**src/hw/ddma_regs.svh**
```systemverilog
`ifndef DDMA_REGS_SVH
`define DDMA_REGS_SVH

// transfer, count and register bus widths
`define DDMA_AW        24
`define DDMA_CW        24
`define DDMA_DW        32
`define DDMA_RAW       8

// register byte offsets
`define DDMA_OFF_GO0   8'h00
`define DDMA_OFF_SRC0  8'h04
`define DDMA_OFF_DST0  8'h08
`define DDMA_OFF_CNT0  8'h0c
`define DDMA_OFF_GO1   8'h10
`define DDMA_OFF_SRC1  8'h14
`define DDMA_OFF_DST1  8'h18
`define DDMA_OFF_CNT1  8'h1c
`define DDMA_OFF_GCTRL 8'h20
`define DDMA_OFF_STAT  8'h24
`define DDMA_OFF_MASK  8'h28

// global control fields
`define DDMA_GC_W      7
`define DDMA_GC_RST    7'h00
`define DDMA_GC_PRIO   5:4
`define DDMA_GC_CROT   6

// axi responses
`define DDMA_RESP_OK   2'b00
`define DDMA_RESP_ERR  2'b10

`endif

```
**src/hw/ddma_pkg.sv**
```systemverilog
`include "ddma_regs.svh"

package ddma_pkg;

  typedef enum logic [1:0] {
    DDMA_PRIO_CPU = 2'b00,
    DDMA_PRIO_DMA = 2'b01,
    DDMA_PRIO_ROT = 2'b10,
    DDMA_PRIO_RSV = 2'b11
  } ddma_prio_e;

  typedef enum logic [1:0] {
    DDMA_IDLE  = 2'b00,
    DDMA_READ  = 2'b01,
    DDMA_WRITE = 2'b10
  } ddma_state_e;

  typedef enum logic [3:0] {
    DDMA_R_GO0   = 4'b0000,
    DDMA_R_SRC0  = 4'b0001,
    DDMA_R_DST0  = 4'b0010,
    DDMA_R_CNT0  = 4'b0011,
    DDMA_R_GO1   = 4'b0100,
    DDMA_R_SRC1  = 4'b0101,
    DDMA_R_DST1  = 4'b0110,
    DDMA_R_CNT1  = 4'b0111,
    DDMA_R_GCTRL = 4'b1000,
    DDMA_R_STAT  = 4'b1001,
    DDMA_R_MASK  = 4'b1010,
    DDMA_R_NONE  = 4'b1111
  } ddma_reg_e;

  typedef struct packed {
    logic                 we;
    logic [`DDMA_AW-1:0]  addr;
    logic [`DDMA_DW-1:0]  data;
  } ddma_acc_s;

  typedef struct packed {
    logic                 go;
    logic                 src_we;
    logic                 dst_we;
    logic                 cnt_we;
    logic [`DDMA_DW-1:0]  data;
  } ddma_load_s;

endpackage : ddma_pkg

```
**src/hw/ddma_arb.sv**
```systemverilog
`timescale 1ns/1ps
`default_nettype none

module ddma_arb (
  input  wire logic              clk,
  input  wire logic              reset,
  input  wire ddma_pkg::ddma_prio_e mode,
  input  wire logic              first_req,
  input  wire logic              second_req,
  input  wire logic              take,
  output logic                   second_win
);
  import ddma_pkg::*;

  logic turn_reg;
  logic turn_next;

  always_comb begin
    case (mode)
      DDMA_PRIO_DMA: second_win = second_req;
      DDMA_PRIO_ROT: second_win = second_req && (!first_req || turn_reg);
      default:       second_win = second_req && !first_req;
    endcase
    // first requester owns first grant, turn flips per settled conflict
    turn_next = turn_reg;
    if (take && first_req && second_req && mode == DDMA_PRIO_ROT) begin
      turn_next = !turn_reg;
    end
  end

  always_ff @(posedge clk or posedge reset) begin
    if (reset) begin
      turn_reg <= 1'b0;
    end else begin
      turn_reg <= turn_next;
    end
  end

endmodule : ddma_arb

`default_nettype wire

```
**src/hw/ddma_chan.sv**
```systemverilog
`timescale 1ns/1ps
`default_nettype none
`include "ddma_regs.svh"

module ddma_chan (
  input  wire logic               clk,
  input  wire logic               reset,
  input  wire ddma_pkg::ddma_load_s load,
  input  wire logic               src_dec,
  input  wire logic               dst_dec,
  input  wire logic               acc_done,
  input  wire logic [`DDMA_DW-1:0] rdata,
  output logic                    req_valid,
  output ddma_pkg::ddma_acc_s     req,
  output logic                    busy,
  output logic                    done,
  output logic [`DDMA_AW-1:0]     src,
  output logic [`DDMA_AW-1:0]     dst,
  output logic [`DDMA_CW-1:0]     cnt
);
  import ddma_pkg::*;

  ddma_state_e         state_reg, state_next;
  logic [`DDMA_AW-1:0] src_reg, src_next, dst_reg, dst_next;
  logic [`DDMA_CW-1:0] cnt_reg, cnt_next;
  logic [`DDMA_DW-1:0] data_reg, data_next;
  logic                done_reg, done_next;

  always_comb begin
    state_next = state_reg;
    src_next   = src_reg;
    dst_next   = dst_reg;
    cnt_next   = cnt_reg;
    data_next  = data_reg;
    done_next  = 1'b0;
    case (state_reg)
      DDMA_IDLE: begin
        // setup only while idle; running pointers are not disturbed
        if (load.src_we) src_next = load.data[`DDMA_AW-1:0];
        if (load.dst_we) dst_next = load.data[`DDMA_AW-1:0];
        if (load.cnt_we) cnt_next = load.data[`DDMA_CW-1:0];
        if (load.go) begin
          if (cnt_reg == '0) done_next = 1'b1;
          else state_next = DDMA_READ;
        end
      end
      DDMA_READ: begin
        if (acc_done) begin
          data_next  = rdata;
          state_next = DDMA_WRITE;
        end
      end
      DDMA_WRITE: begin
        if (acc_done) begin
          src_next = src_dec ? src_reg - 1'b1 : src_reg + 1'b1;
          dst_next = dst_dec ? dst_reg - 1'b1 : dst_reg + 1'b1;
          cnt_next = cnt_reg - 1'b1;
          if (cnt_reg == `DDMA_CW'(1)) begin
            state_next = DDMA_IDLE;
            done_next  = 1'b1;
          end else begin
            state_next = DDMA_READ;
          end
        end
      end
      default: state_next = DDMA_IDLE;
    endcase
  end

  always_ff @(posedge clk or posedge reset) begin
    if (reset) begin
      state_reg <= DDMA_IDLE;
      src_reg   <= '0;
      dst_reg   <= '0;
      cnt_reg   <= '0;
      data_reg  <= '0;
      done_reg  <= 1'b0;
    end else begin
      state_reg <= state_next;
      src_reg   <= src_next;
      dst_reg   <= dst_next;
      cnt_reg   <= cnt_next;
      data_reg  <= data_next;
      done_reg  <= done_next;
    end
  end

  // read the word from source, then write the held word to destination
  assign req_valid = (state_reg == DDMA_READ) || (state_reg == DDMA_WRITE);
  assign req.we    = (state_reg == DDMA_WRITE);
  assign req.addr  = (state_reg == DDMA_WRITE) ? dst_reg : src_reg;
  assign req.data  = data_reg;
  assign busy      = req_valid;
  assign done      = done_reg;
  assign src       = src_reg;
  assign dst       = dst_reg;
  assign cnt       = cnt_reg;

endmodule : ddma_chan

`default_nettype wire

```
**src/hw/ddma_top.sv**
```systemverilog
`timescale 1ns/1ps
`default_nettype none
`include "ddma_regs.svh"

module ddma_top #(
  parameter int NUM_CH = 2
) (
  input  wire logic                 clk,
  input  wire logic                 reset,
  input  wire logic [`DDMA_RAW-1:0] s_axi_awaddr,
  input  wire logic                 s_axi_awvalid,
  output logic                      s_axi_awready,
  input  wire logic [`DDMA_DW-1:0]  s_axi_wdata,
  input  wire logic [3:0]           s_axi_wstrb,
  input  wire logic                 s_axi_wvalid,
  output logic                      s_axi_wready,
  output logic [1:0]                s_axi_bresp,
  output logic                      s_axi_bvalid,
  input  wire logic                 s_axi_bready,
  input  wire logic [`DDMA_RAW-1:0] s_axi_araddr,
  input  wire logic                 s_axi_arvalid,
  output logic                      s_axi_arready,
  output logic [`DDMA_DW-1:0]       s_axi_rdata,
  output logic [1:0]                s_axi_rresp,
  output logic                      s_axi_rvalid,
  input  wire logic                 s_axi_rready,
  output logic                      mem_req,
  output ddma_pkg::ddma_acc_s       mem_acc,
  input  wire logic [`DDMA_DW-1:0]  mem_rdata,
  input  wire logic                 mem_ack,
  input  wire logic                 cpu_req,
  output logic                      cpu_stall,
  output logic                      irq
);
  import ddma_pkg::*;

  function automatic ddma_reg_e decode(input logic [`DDMA_RAW-1:0] a);
    ddma_reg_e r;
    case (a)
      `DDMA_OFF_GO0:   r = DDMA_R_GO0;
      `DDMA_OFF_SRC0:  r = DDMA_R_SRC0;
      `DDMA_OFF_DST0:  r = DDMA_R_DST0;
      `DDMA_OFF_CNT0:  r = DDMA_R_CNT0;
      `DDMA_OFF_GO1:   r = DDMA_R_GO1;
      `DDMA_OFF_SRC1:  r = DDMA_R_SRC1;
      `DDMA_OFF_DST1:  r = DDMA_R_DST1;
      `DDMA_OFF_CNT1:  r = DDMA_R_CNT1;
      `DDMA_OFF_GCTRL: r = DDMA_R_GCTRL;
      `DDMA_OFF_STAT:  r = DDMA_R_STAT;
      `DDMA_OFF_MASK:  r = DDMA_R_MASK;
      default:         r = DDMA_R_NONE;
    endcase
    // second channel block is a hole on the single-channel build
    if (NUM_CH < 2 && r[3:2] == 2'b01) r = DDMA_R_NONE;
    return r;
  endfunction : decode

  function automatic logic [`DDMA_DW-1:0] lanes(input logic [3:0] s);
    return {{8{s[3]}}, {8{s[2]}}, {8{s[1]}}, {8{s[0]}}};
  endfunction : lanes

  // per-channel wiring
  ddma_load_s          load      [2];
  ddma_acc_s           chan_req  [2];
  logic [1:0]          chan_want;
  logic [1:0]          chan_busy;
  logic [1:0]          chan_done;
  logic [1:0]          acc_done;
  logic [`DDMA_AW-1:0] chan_src  [2];
  logic [`DDMA_AW-1:0] chan_dst  [2];
  logic [`DDMA_CW-1:0] chan_cnt  [2];

  // register file state
  logic                  aw_full_reg, aw_full_next;
  logic [`DDMA_RAW-1:0]  aw_addr_reg, aw_addr_next;
  logic                  w_full_reg, w_full_next;
  logic [`DDMA_DW-1:0]   w_data_reg, w_data_next;
  logic [3:0]            w_strb_reg, w_strb_next;
  logic                  bvalid_reg, bvalid_next;
  logic [1:0]            bresp_reg, bresp_next;
  logic                  arready_reg, arready_next;
  logic                  rvalid_reg, rvalid_next;
  logic [`DDMA_DW-1:0]   rdata_reg, rdata_next;
  logic [1:0]            rresp_reg, rresp_next;
  logic [`DDMA_GC_W-1:0] gctrl_reg, gctrl_next;
  logic [1:0]            stat_reg, stat_next;
  logic [1:0]            mask_reg, mask_next;
  logic                  irq_reg, irq_next;
  logic                  awready_reg, wready_reg;

  // transfer bus state
  logic      mem_req_reg, mem_req_next;
  ddma_acc_s mem_acc_reg, mem_acc_next;
  logic      owner_reg, owner_next;
  logic      stall_reg, stall_next;

  logic       wr_fire;
  ddma_reg_e  wsel;
  ddma_reg_e  rsel;
  logic [`DDMA_DW-1:0] lm;
  logic [`DDMA_DW-1:0] wmask;
  logic [`DDMA_DW-1:0] cur;
  logic       bus_idle;
  logic       any_want;
  logic       pick;
  logic       dma_win;
  logic       launch;
  ddma_prio_e bus_mode;
  ddma_prio_e chan_mode;

  assign wr_fire = aw_full_reg && w_full_reg && !bvalid_reg;
  assign wsel    = decode(aw_addr_reg);
  assign lm      = lanes(w_strb_reg);
  assign wmask   = w_data_reg & lm;
  assign cur     = (wsel[1:0] == 2'b01) ? 32'(chan_src[wsel[2]]) :
                   (wsel[1:0] == 2'b10) ? 32'(chan_dst[wsel[2]]) : 32'(chan_cnt[wsel[2]]);

  genvar c;
  generate
    for (c = 0; c < 2; c++) begin : g_ch
      assign load[c].go     = wr_fire && wsel == ddma_reg_e'({1'b0, c[0], 2'b00}) && wmask[0];
      assign load[c].src_we = wr_fire && wsel == ddma_reg_e'({1'b0, c[0], 2'b01});
      assign load[c].dst_we = wr_fire && wsel == ddma_reg_e'({1'b0, c[0], 2'b10});
      assign load[c].cnt_we = wr_fire && wsel == ddma_reg_e'({1'b0, c[0], 2'b11});
      assign load[c].data   = wmask | (cur & ~lm);
      assign acc_done[c]    = mem_req_reg && mem_ack && owner_reg == c[0];
      if (c < NUM_CH) begin : g_on
        ddma_chan u_chan (
          .clk       (clk),
          .reset     (reset),
          .load      (load[c]),
          .src_dec   (gctrl_reg[2*c]),
          .dst_dec   (gctrl_reg[2*c+1]),
          .acc_done  (acc_done[c]),
          .rdata     (mem_rdata),
          .req_valid (chan_want[c]),
          .req       (chan_req[c]),
          .busy      (chan_busy[c]),
          .done      (chan_done[c]),
          .src       (chan_src[c]),
          .dst       (chan_dst[c]),
          .cnt       (chan_cnt[c])
        );
      end else begin : g_off
        assign chan_want[c] = 1'b0;
        assign chan_req[c]  = '0;
        assign chan_busy[c] = 1'b0;
        assign chan_done[c] = 1'b0;
        assign chan_src[c]  = '0;
        assign chan_dst[c]  = '0;
        assign chan_cnt[c]  = '0;
      end
    end
  endgenerate
  assign bus_mode  = (NUM_CH < 2) ? DDMA_PRIO_CPU : ddma_prio_e'(gctrl_reg[`DDMA_GC_PRIO]);
  assign chan_mode = gctrl_reg[`DDMA_GC_CROT] ? DDMA_PRIO_ROT : DDMA_PRIO_CPU;
  assign bus_idle  = !mem_req_reg;
  assign any_want  = |chan_want;
  assign launch    = bus_idle && any_want && dma_win;

  ddma_arb u_chan_arb (
    .clk        (clk),
    .reset      (reset),
    .mode       (chan_mode),
    .first_req  (chan_want[0]),
    .second_req (chan_want[1]),
    .take       (launch),
    .second_win (pick)
  );

  // cpu against dma on the shared resource
  ddma_arb u_bus_arb (
    .clk        (clk),
    .reset      (reset),
    .mode       (bus_mode),
    .first_req  (cpu_req),
    .second_req (bus_idle && any_want),
    .take       (bus_idle),
    .second_win (dma_win)
  );

  // transfer bus: one dma word in flight, apart from cpu buses
  always_comb begin
    mem_req_next = mem_req_reg;
    mem_acc_next = mem_acc_reg;
    owner_next   = owner_reg;
    // request waits on cpu_req in cpu and reserved priority modes, and in all modes when NUM_CH < 2; else dma mode never waits, rotate alternates
    if (launch) begin
      // dedicated dma port, one word per access
      mem_req_next = 1'b1;
      mem_acc_next = chan_req[pick];
      owner_next   = pick;
    end else if (mem_req_reg && mem_ack) begin
      mem_req_next = 1'b0;
    end
    // cpu told to back off while the dma owns the bus
    stall_next = mem_req_next;
  end

  always_ff @(posedge clk or posedge reset) begin
    if (reset) begin
      mem_req_reg <= 1'b0;
      mem_acc_reg <= '0;
      owner_reg   <= 1'b0;
      stall_reg   <= 1'b0;
    end else begin
      mem_req_reg <= mem_req_next;
      mem_acc_reg <= mem_acc_next;
      owner_reg   <= owner_next;
      stall_reg   <= stall_next;
    end
  end

  // register slave
  always_comb begin
    aw_full_next = aw_full_reg;
    aw_addr_next = aw_addr_reg;
    w_full_next  = w_full_reg;
    w_data_next  = w_data_reg;
    w_strb_next  = w_strb_reg;
    bvalid_next  = bvalid_reg;
    bresp_next   = bresp_reg;
    arready_next = arready_reg;
    rvalid_next  = rvalid_reg;
    rdata_next   = rdata_reg;
    rresp_next   = rresp_reg;
    gctrl_next   = gctrl_reg;
    mask_next    = mask_reg;
    stat_next    = stat_reg;
    rsel         = decode(s_axi_araddr);
    if (s_axi_awvalid && awready_reg) begin
      aw_full_next = 1'b1;
      aw_addr_next = s_axi_awaddr;
    end
    if (s_axi_wvalid && wready_reg) begin
      w_full_next = 1'b1;
      w_data_next = s_axi_wdata;
      w_strb_next = s_axi_wstrb;
    end
    if (bvalid_reg && s_axi_bready) bvalid_next = 1'b0;
    if (wr_fire) begin
      aw_full_next = 1'b0;
      w_full_next  = 1'b0;
      bvalid_next  = 1'b1;
      bresp_next   = (wsel == DDMA_R_NONE) ? `DDMA_RESP_ERR : `DDMA_RESP_OK;
      if (wsel == DDMA_R_GCTRL) begin
        gctrl_next = (wmask[`DDMA_GC_W-1:0]) | (gctrl_reg & ~lm[`DDMA_GC_W-1:0]);
      end
      if (wsel == DDMA_R_MASK) mask_next = wmask[1:0] | (mask_reg & ~lm[1:0]);
      if (wsel == DDMA_R_STAT) stat_next = stat_reg & ~wmask[1:0];
    end
    // completion sets sticky flag, set beats clear
    stat_next = stat_next | chan_done;
    irq_next  = |(stat_next & mask_next);
    if (rvalid_reg && s_axi_rready) begin
      rvalid_next  = 1'b0;
      arready_next = 1'b1;
    end
    if (s_axi_arvalid && arready_reg) begin
      arready_next = 1'b0;
      rvalid_next  = 1'b1;
      rresp_next   = (rsel == DDMA_R_NONE) ? `DDMA_RESP_ERR : `DDMA_RESP_OK;
      case (rsel[3:2])
        2'b00, 2'b01: begin
          case (rsel[1:0])
            2'b00:   rdata_next = 32'(chan_busy[rsel[2]]);
            2'b01:   rdata_next = 32'(chan_src[rsel[2]]);
            2'b10:   rdata_next = 32'(chan_dst[rsel[2]]);
            default: rdata_next = 32'(chan_cnt[rsel[2]]);
          endcase
        end
        2'b10: begin
          case (rsel[1:0])
            2'b00:   rdata_next = 32'(gctrl_reg);
            2'b01:   rdata_next = 32'(stat_reg);
            2'b10:   rdata_next = 32'(mask_reg);
            default: rdata_next = '0;
          endcase
        end
        default: rdata_next = '0;
      endcase
    end
  end

  always_ff @(posedge clk or posedge reset) begin
    if (reset) begin
      aw_full_reg <= 1'b0;
      aw_addr_reg <= '0;
      w_full_reg  <= 1'b0;
      w_data_reg  <= '0;
      w_strb_reg  <= '0;
      bvalid_reg  <= 1'b0;
      bresp_reg   <= `DDMA_RESP_OK;
      arready_reg <= 1'b0;
      rvalid_reg  <= 1'b0;
      rdata_reg   <= '0;
      rresp_reg   <= `DDMA_RESP_OK;
      gctrl_reg   <= `DDMA_GC_RST;
      stat_reg    <= '0;
      mask_reg    <= '0;
      irq_reg     <= 1'b0;
    end else begin
      aw_full_reg <= aw_full_next;
      aw_addr_reg <= aw_addr_next;
      w_full_reg  <= w_full_next;
      w_data_reg  <= w_data_next;
      w_strb_reg  <= w_strb_next;
      bvalid_reg  <= bvalid_next;
      bresp_reg   <= bresp_next;
      // first read accepted one edge after release
      arready_reg <= arready_next | !rvalid_next;
      rvalid_reg  <= rvalid_next;
      rdata_reg   <= rdata_next;
      rresp_reg   <= rresp_next;
      gctrl_reg   <= gctrl_next;
      stat_reg    <= stat_next;
      mask_reg    <= mask_next;
      irq_reg     <= irq_next;
    end
  end

  // ready flags are registered so outputs come from flops
  always_ff @(posedge clk or posedge reset) begin
    if (reset) begin
      awready_reg <= 1'b0;
      wready_reg  <= 1'b0;
    end else begin
      awready_reg <= !aw_full_next && !(s_axi_awvalid && awready_reg);
      wready_reg  <= !w_full_next && !(s_axi_wvalid && wready_reg);
    end
  end

  assign s_axi_awready = awready_reg;
  assign s_axi_wready  = wready_reg;
  assign s_axi_bvalid  = bvalid_reg;
  assign s_axi_bresp   = bresp_reg;
  assign s_axi_arready = arready_reg;
  assign s_axi_rvalid  = rvalid_reg;
  assign s_axi_rdata   = rdata_reg;
  assign s_axi_rresp   = rresp_reg;
  assign mem_req       = mem_req_reg;
  assign mem_acc       = mem_acc_reg;
  assign cpu_stall     = stall_reg;
  assign irq           = irq_reg;

endmodule : ddma_top

`default_nettype wire

```
**config.mk**
```make
export PLATFORM = sky130hd
export DESIGN_NAME = ddma_top
export DESIGN_NICKNAME = d
export VERILOG_FILES = /design/src/hw/ddma_pkg.sv /design/src/hw/ddma_arb.sv /design/src/hw/ddma_chan.sv /design/src/hw/ddma_top.sv
export VERILOG_INCLUDE_DIRS = /design/src /design/src/hw
export SDC_FILE = /design/constraint.sdc
export NUM_CORES = 1
export LEC_CHECK = 0
export BUFFER_PORTS_ARGS = -buffer_cell sky130_fd_sc_hd__buf_2
export CAP_MARGIN = 10
export CORE_MARGIN = 5
export CORE_UTILIZATION = 45
export CTS_CLUSTER_DIAMETER = 50
export DETAILED_ROUTE_END_ITERATION = 16
export PLACE_DENSITY = 0.71
export REMOVE_ABC_BUFFERS = 1
export SYNTH_ARGS = -nofsm -noshare
export SYNTH_HDL_FRONTEND = slang
export SYNTH_SLANG_ARGS = --single-unit
```
**constraint.sdc**
```tcl
create_clock -name clk -period 16.9 [get_ports clk]
set_input_delay 3.38 -clock clk [delete_from_list [all_inputs] [get_ports clk]]
set_output_delay 3.38 -clock clk [all_outputs]
set_load 0.02 [all_outputs]
```
-- Word level (Yosys, flattened, before mapping)
Index checks and enable logic that the tools add are counted.
Widths: inputs -> output; s select.
- reductions and logical operators: 76
- muxes and demuxes: 97
- bitwise gates (word level): 19
- equal/unequal tests: 62
- order comparisons: 4
- add/subtract/negate cells: 10
- operators with widths (cell ; number):
    $mux 24 ; 38
    $pmux 24 s2 ; 6
    $mux 57 ; 3
    $sub 24x1->24 const B ; 6
    $add 24x1->24 const B ; 4
    $pmux 4 s11 ; 2
    $pmux 24 s3 ; 1
    $eq 8x5->1 const B ; 8
    $pmux 32 s2 ; 1
    $and 24x24->24 ; 2
    $eq 24x1->1 const B ; 2
    $eq 8x6->1 const B ; 6
    $logic_not 24->1 ; 2
    $logic_and 1x1->1 ; 34
    $eq 8x4->1 const B ; 4
    $mux 2 ; 15
    $mux 1 ; 24
    $ne 2x1->1 const B ; 12
    $not 24->24 ; 1
    $or 24x24->24 ; 1
    $pmux 7 s3 ; 1
    $eq 4x4->1 const B ; 5
    $reduce_and 3->1 ; 6
    $eq 4x3->1 const B ; 4
    28 further kinds ; 80
- register bits after elaboration: 365
- bits of input ports: 93
- output and inout bits: 101
- logic and storage cells: 304

-- Depth between registers and ports, before layout
- depth in word-level cells: 12
- depth in mapped cells: 13

-- Cells and area by module
Synthesis repeated with hierarchy kept, for this count alone.
- cells, all modules: 2736
- area, all modules: 24278.3 µm²
- modules (own cells, without submodules) (module ; times used ; cells an instance ; area each (µm²) ; sequential area each (µm²)):
    ddma_top ; 1 ; 977 ; 8912.3 ; 3703.6
    ddma_chan at g_ch[1].g_on.u_chan ; 1 ; 875 ; 7629.8 ; 2677.6
    ddma_chan at g_ch[0].g_on.u_chan ; 1 ; 866 ; 7596.0 ; 2677.6
    ddma_arb ; 2 ; 9 ; 70.1 ; 25.0

-- Worst setup path after synthesis
No wires, ideal clock.
- path type: input-to-reg
- from: input port s_axi_araddr[1]
- to: register rdata_reg[2], in the netlist s_axi_rdata[2]
- path buffers: 2
- stages: 9
- data required time: 16.836 ns
- library setup time: 0.064 ns
- setup slack: 11.563 ns
- arrival time: 5.273 ns
- cells stage by stage: or4_1 -> a21o_1 -> or3b_1 -> clkbuf_1 -> buf_2 -> o22ai_1 -> o21ai_0 -> a21oi_1 -> a21o_1
- word-level cells in the longest chain between the ends: 8
- elaborated cells on any way between the ends: 32
- those cells by class: eq/ne (14); mux (13); bitwise (1); reduce/logical (4)
- RTL lines (item ; RTL line ; RTL):
    from (decl) ; ddma_top.sv:20 ; input wire logic [`DDMA_RAW-1:0] s_axi_araddr,
    $eq 8x6->1, or another cell as far along ; ddma_top.sv:39 ; case (a)
    $pmux 4 s11 * ; ddma_top.sv:39 ;
    $not 1->2 (not written as such) ; ddma_top.sv:267, ddma_top.sv:268, ddma_top.sv:269 ;
    $mux 24 (on tied branches) (3 in series) ; ddma_top.sv:269, ddma_top.sv:267, ddma_top.sv:268 ;
    $pmux 24 s3 ; ddma_top.sv:265 ; case (rsel[1:0])
    $pmux 32 s2 * ; ddma_top.sv:263 ; case (rsel[3:2])
    to (signal assigned) ; ddma_top.sv:313 ; rdata_reg <= rdata_next;
    to (decl) ; ddma_top.sv:83 ; logic [`DDMA_DW-1:0] rdata_reg, rdata_next;
Mark *: on every way between the ends. The rest lies on a longest branch, timed or not. The select of a mux whose other input is x is not followed.
A chain may end at the register's enable or synchronous reset.

-- Worst setup path after layout
- from: input port s_axi_araddr[1]
- to: register rdata_reg[5], in the netlist s_axi_rdata[5]
Same word-level chain as after synthesis.

==> metrics <==
met3 wire len=6.828 mm; vias per cell=6.066; startpoint types=input pin; CTS tree=yes; clk sinks=355; Starting Density=45.41%; Row Count=83; grt total ovfl=0; largest net degree at the start of global routing=120; GRT Total Usage=26.13%; H-tree lvl count=2; Max-cap violations=0; Synth Register Bits=355; Cell Area, Placed=approximately 0.025 sq mm; slowest stage delay, CP=~0.76 ns; worst vdd ir=125.6 uV; worst-case clock buffer depth=3; Main synth FF type=dfrtp_1; crit path capture type=flip-flop; Ys Warns=0; layout cells sized above 1=15.64%; DP HPWL=52.95 mm; Root Buffer=clkbuf_16; static leakage=0.01209 uW; antenna violations before repair=8; Worst-Margin Slew=1.274 ns; status=finished clean; f_max=177.0 MHz; Post-Syn Area=~0.023 sq mm; sequential fraction of the synthesis area=38.06%; period utilisation layout=33.44%; area growth from synthesis to layout=13.20%; width of the chip=237.8 um; setup tns final=0 ns; syn_area_per_cell=about 8.4 sq um; Setup Skew=about 0.042 ns; via count=~22000; DR WL/cell=21.25 um; Crit Path Max Fanout=23; Cell variety after synth=80; CP max stage cell=nand3_2; power per standard cell area=192.2 mW/mm^2; worst-path cell chain=buf_2 -> or4_1 -> a21o_1 -> nor2_1 -> nand3_2 -> o22ai_1 -> o21ai_0 -> a21oi_1 -> a21o_1; Max Used Layer=met5; vias in the first global route=21390; PortBufs=about 170; Final min period=5.651 ns; Core Region=0.05141 sq mm; initial DRC count=2053; Largest register FFs=64; I/O pin cnt=194; final setup vio count=0; max_slew headroom=15.04%; chip height=237.8 um; Routed Antenna Nets=0; clk_lat worst skew=0.62 ns; DRC viols=0; Critical Path RT=17.42 ns; first-pass GRT wire length=around 120 mm; Nets=3075; Met2 Wirelength=35.26 mm; # fillers=~4800; gpl congestion=0.9418; TritonCTS Buffers=48; fin area=0.02642 sq mm; WS Path Type=input pin to flip-flop; asr flop ratio synth=100.0%; Pre-Repair DR Iteration Count=6; number of setup buffers added after CTS=0; final WL=76.49 mm; hold_buf cts=0; Hold Crit Class=flip-flop to flip-flop; final hold violations=0; die area=between 0.05 and 0.06 sq mm; Resize count post-CTS=0; RSZ-0062 raised after global routing=false; Post-synth EDFFs=0; clock-pin slew on the worst setup and hold paths=0.05 ns; cell mode on critical path=a21o_1; max-slew violation count=0; crit path DAT=6.17 ns; Post-Synthesis Cells=2780; Met1 Routed Length=30.84 mm
[metrics by stage]
stage	std cells	worst slack (ns)	hold WS [ns]	utilization [%]	total power (uW)
global placement	3508	10.75	0.4467	48.08	3857
finish	3599	11.25	0.4703	51.40	5080
detailed placement	3508	10.66	0.4564	48.08	3964
CTS	3596	11.29	0.4686	51.39	5067
global route	3598	11.09	0.4871	51.40	5431
floorplan	2619	3.671	0.4240	-	3223
[per-layer routing]
layer  track usage, %  vias up
met3            5.859      240
met4            11.74        8
li1                 -    10090
met1            33.53    10480
met2            42.42     1017
met5                0        -
[layout by cell type (no fill, tap or decap), types with 11 or more instances in the layout]
cell type,instances
a211oi_1,13
or3_1,11
mux2_2,134
o21ai_0,298
o21bai_1,12
a21o_1,41
xnor2_1,55
a21oi_1,292
clkbuf_16,48
o31ai_1,11
ha_1,98
o22ai_1,22
a31oi_1,51
nand3_1,43
nand2_1,527
mux2i_1,83
nand2b_1,35
xor2_1,18
dfrtp_1,355
nor2_1,142
o211ai_1,13
buf_2,174
buf_4,35
o21a_1,22
nor2b_1,15
nand4_1,15
inv_1,65
and2_1,16
and3_1,13
nor3_1,56
o21ai_1,18
[cell usage after synthesis, types with 19 or more instances]
cell type | count | area, sq um
nand2_1 | 529 | 1986
dfrtp_1 | 355 | 8884
o21ai_0 | 298 | 1491
a21oi_1 | 293 | 1466
nor2_1 | 142 | 533.0
mux2_2 | 134 | 1509
clkbuf_1 | 122 | 457.9
ha_1 | 100 | 1251
mux2i_1 | 83 | 830.8
inv_1 | 66 | 247.7
nor3_1 | 56 | 280.3
xnor2_1 | 55 | 481.7
a31oi_1 | 51 | 319.1
nand3_1 | 44 | 220.2
a21o_1 | 41 | 307.8
nand2b_1 | 35 | 219.0
buf_2 | 24 | 120.1
o21a_1 | 22 | 165.2
o22ai_1 | 22 | 137.6
and2_1 | 19 | 118.9
[report_power, final]
part	leakage [uW]	internal, uW	switching, uW
clock network	0.000814	664	418
registers	0.00446	1210	409
logic	0.00681	890	1490
[worst max-delay path: cells and delay by family]
| family | cells | cell delay (ns) |
|---|---|---|
| AND/OR/NAND/NOR | 3 | 1.62 |
| buffers and inverters | 1 | 0.09 |
| AO/OA/AOI/OAI | 5 | 1.06 |
[area by class of cell]
cell class,count,area [sq um],share of cell area [%]
Tap cell,680,850.8,3.220
Antenna cell,3,7.507,0.02841
Clock buffer,64,1321,5.000
Clock inverter,24,380.4,1.439
Multi-Input combinational cell,2198,13590,51.44
Sequential cell,355,8884,33.62
Inverter,66,255.2,0.9660
Timing Repair Buffer,209,1134,4.290
[kinds of logic (layout without fill, tap and decap cells)]
logic type	after synthesis	in the layout	synth area share [%]
AOI/OAI and AO/OA	868	868	21.56
xor gates and xnor gates	73	73	2.739
adders and majority gates	104	104	5.703
buffers and inverters	236	363	4.165
DFF	355	355	38.06
muxes	220	220	10.31
other	1	13	0.01606
and+or+nand+nor	923	923	17.45
[final timing paths]
| kind | from | to | slack (ns) | cells after the start |
|---|---|---|---|---|
| setup / recovery | s_axi_araddr[1] | s_axi_rdata[5] | 11.25 | 9 |
| hold / removal | g_ch[0].g_on.u_chan.done | stat_reg[0] | 0.47 | 1 |
| setup reg to reg | flip-flop | g_ch[0].g_on.u_chan.src[23] | 13.06 | 11 |
| hold reg to reg | g_ch[0].g_on.u_chan.done | stat_reg[0] | 0.47 | 1 |
| max in group asynchronous | reset | mem_acc[54] | 11.77 | 4 |
| min in group asynchronous | reset | w_data_reg[21] | 2.89 | 2 |
No activity file was read; power rests on OpenSTA's default activity.
